===== src/fcg_pkg.sv =====
// Constants, mode codes and field decoders shared by the clock generator files
package fcg_pkg;
  // Register indices on the byte-wide register port
  localparam logic [2:0] CTL1_ADDR = 3'h0;
  localparam logic [2:0] CTL2_ADDR = 3'h1;
  localparam logic [2:0] STAT1_ADDR = 3'h2;
  localparam logic [2:0] STAT2_ADDR = 3'h3;
  localparam logic [2:0] FILT_HI_ADDR = 3'h4;
  localparam logic [2:0] FILT_LO_ADDR = 3'h5;
  localparam logic [2:0] TRIM_ADDR = 3'h6;
  // First control register fields; bit 0 is not stored
  localparam int HIGH_GAIN_BIT = 7;
  localparam int RANGE_BIT = 6;
  localparam int REF_SELECT_BIT = 5;
  localparam int MODE_REQ_LSB = 3;
  localparam int OSC_KEEP_BIT = 2;
  localparam int LOC_DISABLE_BIT = 1;
  localparam logic [7:0] CTL1_WMASK = 8'hfe;
  // Second control register fields
  localparam int LOCK_RST_BIT = 7;
  localparam int MULT_LSB = 4;
  localparam int CLK_RST_BIT = 3;
  localparam int DIV_LSB = 0;
  // Status register fields
  localparam int MODE_ACT_LSB = 6;
  localparam int EXT_VALID_BIT = 5;
  localparam int CLK_LOST_BIT = 4;
  localparam int LOCKED_BIT = 3;
  localparam int LOCK_LOST_BIT = 2;
  localparam int IRQ_BIT = 0;
  localparam int DCO_STABLE_BIT = 0;
  // Reset values
  localparam logic [7:0] CTL1_RESET = 8'h00;
  localparam logic [7:0] CTL2_RESET = 8'h00;
  localparam logic [11:0] FILTER_RESET = 12'h800;
  localparam logic [7:0] TRIM_RESET = 8'h80;
  // Timing
  localparam int CLK_PERIOD_NS = 8;
  localparam int MODE_SETTLE_NS = 32;
  localparam int MODE_SETTLE_CYC = (MODE_SETTLE_NS + CLK_PERIOD_NS - 1) / CLK_PERIOD_NS;
  localparam int LOSS_TIMEOUT_NS = 100000;
  localparam int LOSS_TIMEOUT_CYC = (LOSS_TIMEOUT_NS + CLK_PERIOD_NS - 1) / CLK_PERIOD_NS;
  // Loop arithmetic
  localparam logic [4:0] MULT_BASE = 5'h04;
  localparam logic [2:0] INT_REF_DIV = 3'h7;
  localparam logic [2:0] EXT_REF_DIV = 3'h1;
  localparam int LOCK_TOL = 2;

  typedef enum logic [1:0] {
    MODE_SELF = 2'b00,
    MODE_ENG_INT = 2'b01,
    MODE_BYP_EXT = 2'b10,
    MODE_ENG_EXT = 2'b11
  } fcg_mode_t;

  // Multiplier N: 4 plus twice the code
  function automatic logic [4:0] mult_of(input logic [2:0] code);
    return MULT_BASE + {1'b0, code, 1'b0};
  endfunction

  // Output divisor R: power of two
  function automatic logic [7:0] div_of(input logic [2:0] code);
    return 8'h01 << code;
  endfunction

  // DCO ticks expected per reference window: P times N, P is 64 or 1
  function automatic logic [11:0] loop_target(input logic [4:0] mult, input logic pre_one);
    return pre_one ? {7'h00, mult} : {1'b0, mult, 6'h00};
  endfunction
endpackage


===== src/fcg_out_divider.sv =====
// Output divider: one output tick for every R source ticks
`timescale 1ns/10ps
module fcg_out_divider #(
  parameter int DW = 8
) (
  input logic mclk,
  input logic resetn,
  input logic src_tick,
  input logic [DW-1:0] divisor,
  output logic out_tick
);
  logic [DW-1:0] cnt_q;
  logic last;

  // Compare with >= so a smaller divisor written mid-count cannot stall it
  assign last = (cnt_q >= divisor - DW'(1));

  // Count source ticks and emit on the last of each group
  always_ff @(posedge mclk)
  begin
    if (!resetn)
    begin
      cnt_q <= '0;
      out_tick <= 1'b0;
    end
    else
    begin
      out_tick <= src_tick && last;
      if (src_tick)
        cnt_q <= last ? '0 : cnt_q + DW'(1);
    end
  end
endmodule


===== src/fcg_freq_loop.sv =====
// Frequency comparator of the loop: DCO ticks counted per reference window
`timescale 1ns/10ps
module fcg_freq_loop #(
  parameter int CW = 12
) (
  input logic mclk,
  input logic resetn,
  input logic ref_tick,
  input logic [2:0] ref_div,
  input logic dco_tick,
  input logic [CW-1:0] target,
  input logic engaged,
  output logic adj_up,
  output logic adj_down,
  output logic locked,
  output logic stable
);
  logic [2:0] ref_cnt_q;
  logic [CW-1:0] dco_cnt_q;
  logic win_end;
  logic slow;
  logic fast;

  // A window closes on the reference tick that completes the divide count
  assign win_end = ref_tick && (ref_cnt_q == ref_div - 3'h1);
  assign slow = ({1'b0, dco_cnt_q} + (CW+1)'(fcg_pkg::LOCK_TOL)) < {1'b0, target};
  assign fast = {1'b0, dco_cnt_q} > ({1'b0, target} + (CW+1)'(fcg_pkg::LOCK_TOL));

  // Reference divider
  always_ff @(posedge mclk)
  begin
    if (!resetn)
      ref_cnt_q <= 3'h0;
    else if (win_end)
      ref_cnt_q <= 3'h0;
    else if (ref_tick)
      ref_cnt_q <= ref_cnt_q + 3'h1;
  end

  // Saturating count, so a runaway DCO reads as fast rather than wrapping
  always_ff @(posedge mclk)
  begin
    if (!resetn)
      dco_cnt_q <= '0;
    else if (win_end)
      dco_cnt_q <= {{(CW-1){1'b0}}, dco_tick};
    else if (dco_tick && !(&dco_cnt_q))
      dco_cnt_q <= dco_cnt_q + CW'(1);
  end

  // Filter steps only while the loop is closed
  always_ff @(posedge mclk)
  begin
    if (!resetn)
    begin
      adj_up <= 1'b0;
      adj_down <= 1'b0;
    end
    else
    begin
      adj_up <= win_end && engaged && slow;
      adj_down <= win_end && engaged && fast;
    end
  end

  // Lock is judged even open loop; stable needs two good windows in a row
  always_ff @(posedge mclk)
  begin
    if (!resetn)
    begin
      locked <= 1'b0;
      stable <= 1'b0;
    end
    else if (win_end)
    begin
      locked <= !slow && !fast;
      stable <= !slow && !fast && locked;
    end
  end
endmodule


===== src/fcg_clock_config.sv =====
// Clock generator configuration: registers, mode control, monitors, output clock
//
// Implementation choices: the placing of the registers and strobed register access.
`timescale 1ns/10ps
// Notes on behaviour
// - Multiply code 000 gives N=4, each step adds 2, up to 18.
// - Reduce code gives divisor R as two to the power of the code.
// - Bypassed modes output DCO or external reference divided by R.
// - Internal engaged mode locks to internal reference /7 times 64, N, over R.
// - External engaged mode uses prescale 64 or 1 by range, times N, over R.
// - Reset leaves the block in self-clocked mode.
// - First control register layout; bit 0 always reads zero.
// - Request code 11 selects external engaged mode.
// - High gain clear selects low-power oscillator; ref select requests oscillator only in an external mode, actual or requested.
// - Second control register layout: reset enables, multiply and reduce codes.
// - Lock loss raises interrupt unless its reset enable is set.
// - Clock loss raises interrupt unless reset enabled; detection disable bit.
// - First status register read-only; a write clears the interrupt flag.
// - Filter value is 12 bits; user writes count only in self-clocked mode.
// - DCO enable follows the actual mode; oscillator enable also follows the request.
// - Request code 01 selects internal engaged mode.
// - Actual mode follows a request only after several cycles.
module fcg_clock_config #(
  parameter int LOSS_TIMEOUT_CYC = fcg_pkg::LOSS_TIMEOUT_CYC
) (
  input logic mclk,
  input logic resetn,
  input logic [2:0] reg_addr,
  input logic [7:0] reg_wdata,
  input logic reg_wr,
  input logic reg_rd,
  output logic [7:0] reg_rdata,
  input logic irg_tick,
  input logic ext_ref_tick,
  input logic dco_tick,
  output logic clkgen_output,
  output logic [11:0] loop_filter_value,
  output logic [7:0] osc_trim,
  output logic irg_enable,
  output logic dco_enable,
  output logic osc_enable,
  output logic high_gain_enable,
  output logic [1:0] clock_mode_actual,
  output logic irq_request,
  output logic lock_loss_reset,
  output logic clock_loss_reset
);
  localparam logic [3:0] SETTLE_LAST = 4'(fcg_pkg::MODE_SETTLE_CYC - 1);
  localparam logic [15:0] WD_LAST = 16'(LOSS_TIMEOUT_CYC - 1);

  logic [7:0] ctl1_q;
  logic [7:0] ctl2_q;
  logic [7:0] trim_q;
  logic [11:0] filter_q;
  logic [3:0] settle_q;
  logic [15:0] wd_q;
  logic ext_valid_q;
  logic locked_prev_q;
  logic lock_lost_q;
  logic clk_lost_q;
  logic irq_q;
  logic lock_rst_q;
  logic clk_rst_q;
  logic irg_en_q;
  logic dco_en_q;
  logic osc_en_q;
  logic hgo_en_q;
  logic [7:0] rdata_q;
  logic [7:0] rdata_d;
  fcg_pkg::fcg_mode_t mode_q;
  fcg_pkg::fcg_mode_t req;
  logic ref_ok;
  logic ctl1_wr;
  logic stat_wr;
  logic engaged;
  logic ext_loop;
  logic pre_one;
  logic [4:0] mult_n;
  logic [7:0] div_val;
  logic [11:0] loop_tgt;
  logic src_tick;
  logic adj_up;
  logic adj_down;
  logic loop_locked;
  logic dco_stable;
  logic wd_timeout;
  logic lock_evt;
  logic clk_evt;
  logic lock_loss_reset_enable;
  logic clock_loss_reset_enable;

  assign ctl1_wr = reg_wr && (reg_addr == fcg_pkg::CTL1_ADDR);
  assign stat_wr = reg_wr && (reg_addr == fcg_pkg::STAT1_ADDR);
  assign req = fcg_pkg::fcg_mode_t'(ctl1_q[fcg_pkg::MODE_REQ_LSB +: 2]);
  assign lock_loss_reset_enable = ctl2_q[fcg_pkg::LOCK_RST_BIT];
  assign clock_loss_reset_enable = ctl2_q[fcg_pkg::CLK_RST_BIT];
  assign mult_n = fcg_pkg::mult_of(ctl2_q[fcg_pkg::MULT_LSB +: 3]);
  assign div_val = fcg_pkg::div_of(ctl2_q[fcg_pkg::DIV_LSB +: 3]);
  // Engaged modes have the low mode bit set; external modes the high bit
  assign engaged = mode_q[0];
  assign ext_loop = mode_q[1];
  // range bit chooses a prescale of 1 in external engaged mode
  assign pre_one = ext_loop && ctl1_q[fcg_pkg::RANGE_BIT];
  // DCO ticks expected per reference window
  assign loop_tgt = fcg_pkg::loop_target(mult_n, pre_one);
  // bypassed external passes the reference itself to the divider
  assign src_tick = (mode_q == fcg_pkg::MODE_BYP_EXT) ? ext_ref_tick : dco_tick;
  assign wd_timeout = (wd_q == WD_LAST);
  // loss of clock counts only with detection enabled and an external mode
  assign clk_evt = ext_valid_q && wd_timeout && ext_loop
                   && !ctl1_q[fcg_pkg::LOC_DISABLE_BIT];
  // lock loss is a drop of lock while the loop is closed
  assign lock_evt = engaged && locked_prev_q && !loop_locked;

  // Loop comparator; internal reference is divided by 7, external is not
  fcg_freq_loop #(
    .CW(12)
  ) u_loop (
    .mclk(mclk),
    .resetn(resetn),
    .ref_tick(ext_loop ? ext_ref_tick : irg_tick),
    .ref_div(ext_loop ? fcg_pkg::EXT_REF_DIV : fcg_pkg::INT_REF_DIV),
    .dco_tick(dco_tick),
    .target(loop_tgt),
    .engaged(engaged),
    .adj_up(adj_up),
    .adj_down(adj_down),
    .locked(loop_locked),
    .stable(dco_stable)
  );

  // divide the chosen source by R
  fcg_out_divider #(
    .DW(8)
  ) u_div (
    .mclk(mclk),
    .resetn(resetn),
    .src_tick(src_tick),
    .divisor(div_val),
    .out_tick(clkgen_output)
  );

  // control registers; bit 0 of the first is never stored
  always_ff @(posedge mclk)
  begin
    if (!resetn)
    begin
      ctl1_q <= fcg_pkg::CTL1_RESET;
      ctl2_q <= fcg_pkg::CTL2_RESET;
      trim_q <= fcg_pkg::TRIM_RESET;
    end
    else if (reg_wr)
    begin
      if (reg_addr == fcg_pkg::CTL1_ADDR)
        ctl1_q <= reg_wdata & fcg_pkg::CTL1_WMASK;
      if (reg_addr == fcg_pkg::CTL2_ADDR)
        ctl2_q <= reg_wdata;
      if (reg_addr == fcg_pkg::TRIM_ADDR)
        trim_q <= reg_wdata;
    end
  end

  // user writes land only in self-clocked mode; the loop steps it in engaged modes and it holds in bypassed external
  always_ff @(posedge mclk)
  begin
    if (!resetn)
      filter_q <= fcg_pkg::FILTER_RESET;
    else if (reg_wr && mode_q == fcg_pkg::MODE_SELF && reg_addr == fcg_pkg::FILT_HI_ADDR)
      filter_q[11:8] <= reg_wdata[3:0];
    else if (reg_wr && mode_q == fcg_pkg::MODE_SELF && reg_addr == fcg_pkg::FILT_LO_ADDR)
      filter_q[7:0] <= reg_wdata;
    else if (adj_up && filter_q != 12'hfff)
      filter_q <= filter_q + 12'h001;
    else if (adj_down && filter_q != 12'h000)
      filter_q <= filter_q - 12'h001;
  end

  // External reference watchdog; saturates so the timeout is seen once
  always_ff @(posedge mclk)
  begin
    if (!resetn)
    begin
      wd_q <= 16'h0000;
      ext_valid_q <= 1'b0;
    end
    else if (ext_ref_tick)
    begin
      wd_q <= 16'h0000;
      ext_valid_q <= 1'b1;
    end
    else
    begin
      if (!wd_timeout)
        wd_q <= wd_q + 16'h0001;
      else
        ext_valid_q <= 1'b0;
    end
  end

  // an external target mode is reachable only with the external reference present; self-clocked and internal engaged always are
  always_comb
  begin
    unique case (req)
      fcg_pkg::MODE_SELF: ref_ok = 1'b1;
      fcg_pkg::MODE_ENG_INT: ref_ok = 1'b1;
      fcg_pkg::MODE_BYP_EXT: ref_ok = ext_valid_q;
      fcg_pkg::MODE_ENG_EXT: ref_ok = ext_valid_q;
    endcase
  end

  // settle delay restarts on every write to the request field
  always_ff @(posedge mclk)
  begin
    if (!resetn)
      settle_q <= 4'h0;
    else if (ctl1_wr || req == mode_q)
      settle_q <= 4'h0;
    else if (settle_q != SETTLE_LAST)
      settle_q <= settle_q + 4'h1;
  end

  // actual mode; a late reference simply keeps the old mode
  always_ff @(posedge mclk)
  begin
    if (!resetn)
      mode_q <= fcg_pkg::MODE_SELF;
    else if (req != mode_q && settle_q == SETTLE_LAST && ref_ok)
      mode_q <= req;
  end

  // sticky flags; a new event wins over a clearing write
  always_ff @(posedge mclk)
  begin
    if (!resetn)
    begin
      locked_prev_q <= 1'b0;
      lock_lost_q <= 1'b0;
      clk_lost_q <= 1'b0;
      irq_q <= 1'b0;
      lock_rst_q <= 1'b0;
      clk_rst_q <= 1'b0;
    end
    else
    begin
      locked_prev_q <= loop_locked;
      lock_lost_q <= lock_evt || (lock_lost_q && !stat_wr);
      clk_lost_q <= clk_evt || (clk_lost_q && !stat_wr);
      irq_q <= (lock_evt && !lock_loss_reset_enable) || (clk_evt && !clock_loss_reset_enable) || (irq_q && !stat_wr);
      lock_rst_q <= lock_evt && lock_loss_reset_enable;
      clk_rst_q <= clk_evt && clock_loss_reset_enable;
    end
  end

  // irg and DCO enables follow the actual mode; the oscillator enable also follows the request
  always_ff @(posedge mclk)
  begin
    if (!resetn)
    begin
      irg_en_q <= 1'b0;
      dco_en_q <= 1'b1;
      osc_en_q <= 1'b0;
      hgo_en_q <= 1'b0;
    end
    else
    begin
      irg_en_q <= (mode_q == fcg_pkg::MODE_ENG_INT);
      dco_en_q <= (mode_q != fcg_pkg::MODE_BYP_EXT);
      osc_en_q <= (ctl1_q[fcg_pkg::REF_SELECT_BIT] && (ext_loop || req[1]))
                  || ctl1_q[fcg_pkg::OSC_KEEP_BIT];
      hgo_en_q <= ctl1_q[fcg_pkg::HIGH_GAIN_BIT] && ctl1_q[fcg_pkg::REF_SELECT_BIT];
    end
  end

  // Read mux; unmapped addresses read zero
  always_comb
  begin
    rdata_d = 8'h00;
    unique case (reg_addr)
      fcg_pkg::CTL1_ADDR: rdata_d = ctl1_q;
      fcg_pkg::CTL2_ADDR: rdata_d = ctl2_q;
      fcg_pkg::STAT1_ADDR:
      begin
        rdata_d[fcg_pkg::MODE_ACT_LSB +: 2] = mode_q;
        rdata_d[fcg_pkg::EXT_VALID_BIT] = ext_valid_q;
        rdata_d[fcg_pkg::CLK_LOST_BIT] = clk_lost_q;
        rdata_d[fcg_pkg::LOCKED_BIT] = locked_prev_q;
        rdata_d[fcg_pkg::LOCK_LOST_BIT] = lock_lost_q;
        rdata_d[fcg_pkg::IRQ_BIT] = irq_q;
      end
      fcg_pkg::STAT2_ADDR: rdata_d[fcg_pkg::DCO_STABLE_BIT] = dco_stable;
      fcg_pkg::FILT_HI_ADDR: rdata_d = {4'h0, filter_q[11:8]};
      fcg_pkg::FILT_LO_ADDR: rdata_d = filter_q[7:0];
      fcg_pkg::TRIM_ADDR: rdata_d = trim_q;
      default: rdata_d = 8'h00;
    endcase
  end

  // Read data stand only in the cycle after the strobe
  always_ff @(posedge mclk)
  begin
    if (!resetn)
      rdata_q <= 8'h00;
    else
      rdata_q <= reg_rd ? rdata_d : 8'h00;
  end

  assign reg_rdata = rdata_q;
  assign loop_filter_value = filter_q;
  assign osc_trim = trim_q;
  assign irg_enable = irg_en_q;
  assign dco_enable = dco_en_q;
  assign osc_enable = osc_en_q;
  assign high_gain_enable = hgo_en_q;
  assign clock_mode_actual = mode_q;
  assign irq_request = irq_q;
  assign lock_loss_reset = lock_rst_q;
  assign clock_loss_reset = clk_rst_q;
endmodule


===== config.mk =====
export PLATFORM = sky130hd
export DESIGN_NAME = fcg_clock_config
export DESIGN_NICKNAME = d
export VERILOG_FILES = /design/src/fcg_pkg.sv /design/src/fcg_out_divider.sv /design/src/fcg_freq_loop.sv /design/src/fcg_clock_config.sv
export SDC_FILE = /design/constraint.sdc
export NUM_CORES = 1
export LEC_CHECK = 0
export CORE_MARGIN = 1
export CORE_UTILIZATION = 50
export DETAILED_ROUTE_END_ITERATION = 8
export DONT_BUFFER_PORTS = 1
export HOLD_SLACK_MARGIN = 0.12
export SYNTH_ARGS = -nofsm -noshare
export SYNTH_HDL_FRONTEND = slang
export SYNTH_SLANG_ARGS = --single-unit

===== constraint.sdc =====
create_clock -name mclk -period 4 [get_ports mclk]
set_input_delay 0.2 -clock mclk [delete_from_list [all_inputs] [get_ports mclk]]
set_output_delay 0.2 -clock mclk [all_outputs]
set_load 0.1 [all_outputs]

==> Word level (Yosys, flattened, before mapping) <==
Index checks and enable logic that the tools add are counted.
{ "totals": {"reg_bits": 104, "rom_bits": 0, "ram_bits": 0, "input_bits": 18, "out_inout_bits": 38, "mem_count": 0, "latchBits": 0, "word_cells": 152} }
{ "classes": {"n_lt_le_gt_ge": 3, "n_addsub": 12, "muxes": 18, "bitwise": 2, "shifts": 1, "div_mod_pow": 0, "n_eq_ne": 20, "n_mul": 0, "reduce_logical": 67} }
{ "op_table": {"columns": ["operator", "n"], "rows": [
  ["6-bit case mux with 6 select lines", 1],
  ["1-bit logical AND", 32],
  ["12-bit by 1-bit adder with 12-bit output, second input constant", 2],
  ["12-bit two-way mux", 2],
  ["16-bit by 1-bit adder with 16-bit output, second input constant", 1],
  ["16-bit by 14-bit equality test with 1-bit output, second input constant", 1],
  ["8-bit two-way mux", 2],
  ["12-bit by 2-bit adder with 13-bit output, second input constant", 1],
  ["13-bit by 11-bit < comparator with 1-bit output", 1],
  ["11-bit by 2-bit adder with 12-bit output, second input constant", 1],
  ["12-bit > comparator", 1],
  ["12-bit inequality test, second input constant", 1],
  ["12-bit AND reduction", 1],
  ["2-bit AND reduction", 6],
  ["12-bit nonzero test", 1],
  ["12-bit by 1-bit subtractor with 12-bit output, second input constant", 1],
  ["11-bit two-way mux", 1],
  ["2-bit OR reduction", 5],
  ["3-bit equality test, second input constant", 3],
  ["8-bit by 1-bit adder with 8-bit output, second input constant", 1],
  ["8-bit >= comparator", 1],
  ["1-bit logical NOT", 8],
  ["4-bit two-way mux", 2],
  ["1-bit by 3-bit left shift with 8-bit output, first input constant", 1],
  ["26 further kinds", 46]
]} }

==> Longest topological paths before layout <==
{ "logic_depth": {"ltp_word": 7, "mapped_depth": 13, "mapped_depth_nobuf": 11} }

==> Cells and area by module <==
A second synthesis with hierarchy kept.
{ "unflattened": {"hier_cells": 787, "hier_area_um2": 6571.3} }
{ "by_module_without_submodules": {"columns": ["mod", "cells_per_inst", "seq_area_each_um2", "area_each_um2", "instances"], "rows": [
  ["fcg_clock_config", 497, 1521.5, 4144.0, 1],
  ["fcg_freq_loop", 216, 380.4, 1745.4, 1],
  ["fcg_out_divider", 74, 180.2, 681.9, 1]
]} }

==> Worst setup path after synthesis <==
OpenSTA, ideal clock, no wires.
{ "synth_path": {"path_kind": "reg-to-reg", "from": "register filter_q[0], in the netlist loop_filter_value[0]", "to": "register filter_q[11], in the netlist loop_filter_value[11]", "stages_incl_launch_ff": 11, "path_buffers": 0, "setup_time_ns": 0.122, "path_slack_ns": 0.335, "t_required_ns": 3.878, "arrival_ns": 3.543, "period_less_slack_ns": 3.665, "path_cell_list": "dfxtp_1 -> nand4_1 -> o31ai_4 -> ha_1 -> a21oi_1 -> nand2b_1 -> o21ai_2 -> a311oi_2 -> xnor2_1 -> o21a_1 -> o32a_1"} }
{ "synth_between": {"elab_chain_len": 5, "elab_cells_between_ends": 12, "classes_between": "add/sub (2); eq/ne (1); mux (4); reduce/logical (5)"} }
{ "synth_lines": {"columns": ["item", "line", "rtl"], "rows": [
  ["from (decl)", "fcg_clock_config.sv:54", "logic [11:0] filter_q;"],
  ["from (signal assigned)", "fcg_clock_config.sv:167", "filter_q <= fcg_pkg::FILTER_RESET;"],
  ["from (signal assigned)", "fcg_clock_config.sv:171", "filter_q[7:0] <= reg_wdata;"],
  ["from (signal assigned)", "fcg_clock_config.sv:173", "filter_q <= filter_q + 12'h001;"],
  ["12-bit by 1-bit subtractor with 12-bit output or 12-bit inequality test (tied branches)", "fcg_clock_config.sv:175, fcg_clock_config.sv:172", null],
  ["12-bit two-way mux or 1-bit logical AND (tied branches)", "fcg_clock_config.sv:174, fcg_clock_config.sv:172", null],
  ["12-bit two-way mux", "fcg_clock_config.sv:172", "else if (adj_up && filter_q != 12'hfff)"],
  ["4-bit two-way mux", "fcg_clock_config.sv:170", "else if (reg_wr && mode_q == fcg_pkg::MODE_SELF && reg_addr == fcg_pkg::FILT_LO_ADDR)"],
  ["4-bit two-way mux", "fcg_clock_config.sv:168", "else if (reg_wr && mode_q == fcg_pkg::MODE_SELF && reg_addr == fcg_pkg::FILT_HI_ADDR)"]
]} }
Several ways; a longest one is shown, not always the timed one. The select of a mux whose other input is x is not followed.
A chain may end at the register's enable or synchronous reset.

==> Worst setup path in the final report <==
{ "layout_path": {"from": "register filter_q[11], in the netlist loop_filter_value[11]", "to": "register filter_q[11], in the netlist loop_filter_value[11]"} }
Same word-level chain as after synthesis.

==> metrics.txt <==
status finished with violations; violated checks design-rule violations; initial antenna violation count 0; Iter 0 DRT Violations 333; crit end category flip-flop; Final Hold Vio Count 0; Comb pwr share 12.0%; Slew Limit Fails 0; pwr dens 352 nW/um^2; Synth area leaders dfxtp_1 (35%), ha_1 (9.0%), nand2_1 (5.6%); vias per std cell 5.78; first-pass GRT wire length 25,700 um; worst skew pair latency 0.35 ns; setup total negative slack 0 ns; clock network fraction of design power 40.9%; top-area cell type share of the netlist area 34.8%; Synth Flop Type dfxtp_1; Final Cycle Share 76.0%; clock buffer count from CTS 9; Post-Layout Cell Count 868; total gr overflow 0; H-tree depth reported by CTS 3; setup violators final 0; Peak VDD IR 0.268 mV; Port Buffers 0; Final #Nets 782; area of the core 11,500 um^2; via count 5,013; Post-Place Cells 835; Critical Path RT 4.24 ns; WL final 15,400 um; PnR worst setup slack 0.958 ns; RSZ-0062 raised after global routing false; Pleak 2.61 nW; number of synthesized register bits 104; CTS tree done; Post-CTS Setup Inserts 0; clock root cell clkbuf_16; Yosys cell types 71; dpl ws 0.990 ns; Syn. warnings 0; MaxCap Viol Count 0; switching power 0.623 mW; Die Span X 111 um; # diodes 0; largest net degree at the start of global routing 36; Starting Density 51.9%; Sw Ratio 26.7%; EDFF count, synth 0; dpl hpwl 11,200 um; crit start category flip-flop; CP max FO 13; die height 111 um; Mapped Cells 702; sequential cell area fraction in the yosys report 34.8%; Placer Congestion 0.850; Worst-Margin Slew 1.06 ns; CTS Sinks 104; Area Growth Syn to Fin 11.1%; I/O pins 56; vias in the first global route 4,970; Internal 1.72 mW; syn avg cell area 8.51 um^2; FP Rows 39; share of post-route cells with drive strength above 1 8.28%; Total GRT Usage 26.2%; Syn Nets 764; FFs w/ async S/R, synth 0%; area leader, netlist dfxtp_1; Pre-Repair DR Iteration Count 7; Worst-path clk slew 0.07 ns; WL per Instance 17.7 um; slew margin rel. 29.4%; critical setup path kind reg -> reg; worst min-delay path category in -> reg; Final min period 3.04 ns; CP arrival 3.28 ns; die area 12,400 um^2; Sequential Power Share 47.1%; DRT antenna net count 0; DRC Markers 5; maximum buffer depth of the clock tree 2; FMAX 329 MHz; Min Hold Slack 0.123 ns; Fin Clk Skew 0.00818 ns; Fillers 1,083; Synth Cell Area 5980 um^2
[power by group through the flow]
stage	sequential (mW)	combinational, mW	clock, mW
6_report	1.10	0.282	0.956
3_3_place_gp	1.12	0.251	0
4_1_cts	1.10	0.280	0.967
2_1_floorplan	1.15	0.183	0
3_5_place_dp	1.13	0.256	0
5_1_grt	1.10	0.309	1.01
[per-stage QoR]
stage	instance area (um^2)	total power [mW]	util, %
after floorplan	5980	1.34	-
after global placement	6150	1.38	53.4
after CTS	6640	2.35	57.7
after detailed placement	6150	1.38	53.4
after global routing	6640	2.42	57.7
final	6640	2.34	57.7
[cell type report]
| type | count | area [um^2] | share of cell area (%) |
|---|---|---|---|
| multi-input combinational | 554 | 3700 | 55.7 |
| tap | 143 | 179 | 2.69 |
| sequential | 104 | 2080 | 31.3 |
| clock buffer | 10 | 229 | 3.45 |
| timing repair buffer | 33 | 290 | 4.37 |
| inverter | 18 | 67.6 | 1.02 |
| clock inverter | 6 | 91.3 | 1.38 |
[cell usage after synthesis (4+ instances only)]
master,n
nor3_1,13
nor2_1,87
o21a_1,5
nand2_1,89
o221ai_1,6
nor2b_1,8
xor2_1,36
o21ai_0,15
ha_1,43
mux2_2,5
a21oi_1,43
buf_4,4
nand3_1,25
a22oi_1,5
xnor2_1,20
dfxtp_1,104
a21o_1,7
nor4_1,5
nand4_1,18
inv_1,18
and2_1,15
clkbuf_1,17
buf_2,4
a211oi_1,6
nand2b_1,12
mux2i_1,26
[sequential cells by signal, indices dropped and copies added, names as in the netlist, 2 cells and up]
register,flops
ctl2_q,8
clock_mode_actual,2
ctl1_q,7
u_loop.ref_cnt_q,3
u_loop.dco_cnt_q,12
settle_q,4
osc_trim,8
u_div.cnt_q,8
reg_rdata,8
wd_q,16
loop_filter_value,12
[what timing repair did]
action | CTS | global route
hold buffers | 17 | 0
gates resized for setup | 0 | 0
hold endpoints to repair | 49 | 0
[path summary, 6_finish.rpt]
check / from / to / slack [ns] / cells after the start
setup / recovery: loop_filter_value[11]$_SDFFE_PN1P_ / loop_filter_value[11]$_SDFFE_PN1P_ / 0.96 / 10
hold reg to reg: lock_lost_q$_SDFF_PN0_ / lock_lost_q$_SDFF_PN0_ / 0.47 / 2
setup reg to reg: loop_filter_value[11]$_SDFFE_PN1P_ / loop_filter_value[11]$_SDFFE_PN1P_ / 0.96 / 10
hold / removal: reg_wdata[5] / loop_filter_value[5]$_SDFFE_PN0P_ / 0.12 / 3
[logic make-up (layout without fill, tap and decap cells)]
| kind of cell | Yosys count | after routing | share of synthesized area, % |
|---|---|---|---|
| buf+inv | 44 | 67 | 3.22 |
| mux | 32 | 32 | 5.67 |
| xor+xnor | 56 | 56 | 8.21 |
| compound gates | 126 | 126 | 15.1 |
| flops | 104 | 104 | 34.8 |
| other cells | 1 | 1 | 0.0627 |
| fa+ha+maj | 44 | 44 | 9.34 |
| simple gates | 295 | 295 | 23.6 |
[cells in the final DEF (no fill, tap or decap), types with 16 or more instances in the layout]
| master | Yosys | final |
|---|---|---|
| mux2i_1 | 26 | 26 |
| xnor2_1 | 20 | 20 |
| xor2_1 | 36 | 36 |
| buf_4 | 4 | 16 |
| nand3_1 | 25 | 25 |
| a21oi_1 | 43 | 43 |
| dlygate4sd3_1 | 0 | 17 |
| ha_1 | 43 | 43 |
| nand4_1 | 18 | 18 |
| dfxtp_1 | 104 | 104 |
| nand2_1 | 89 | 89 |
| inv_1 | 18 | 18 |
| nor2_1 | 87 | 87 |
[per-layer routing]
metal / wire length (um) / track usage (%)
met2: 6930 / 42.3
met1: 7380 / 35.2
met3: 922 / 6.64
met4: 160 / 5.95
met5: 0 / 0
[worst max-delay path, stage by stage, from the launching register on]
cell	delay [ns]
dfxtp_1	0.34
nand4_1	0.16
o31ai_4	0.66
ha_1	0.44
a21oi_1	0.30
nand2b_1	0.12
o21ai_2	0.16
a311oi_2	0.12
xnor2_1	0.16
o21a_1	0.20
o32a_1	0.28
No activity file was read; power rests on OpenSTA's default activity.
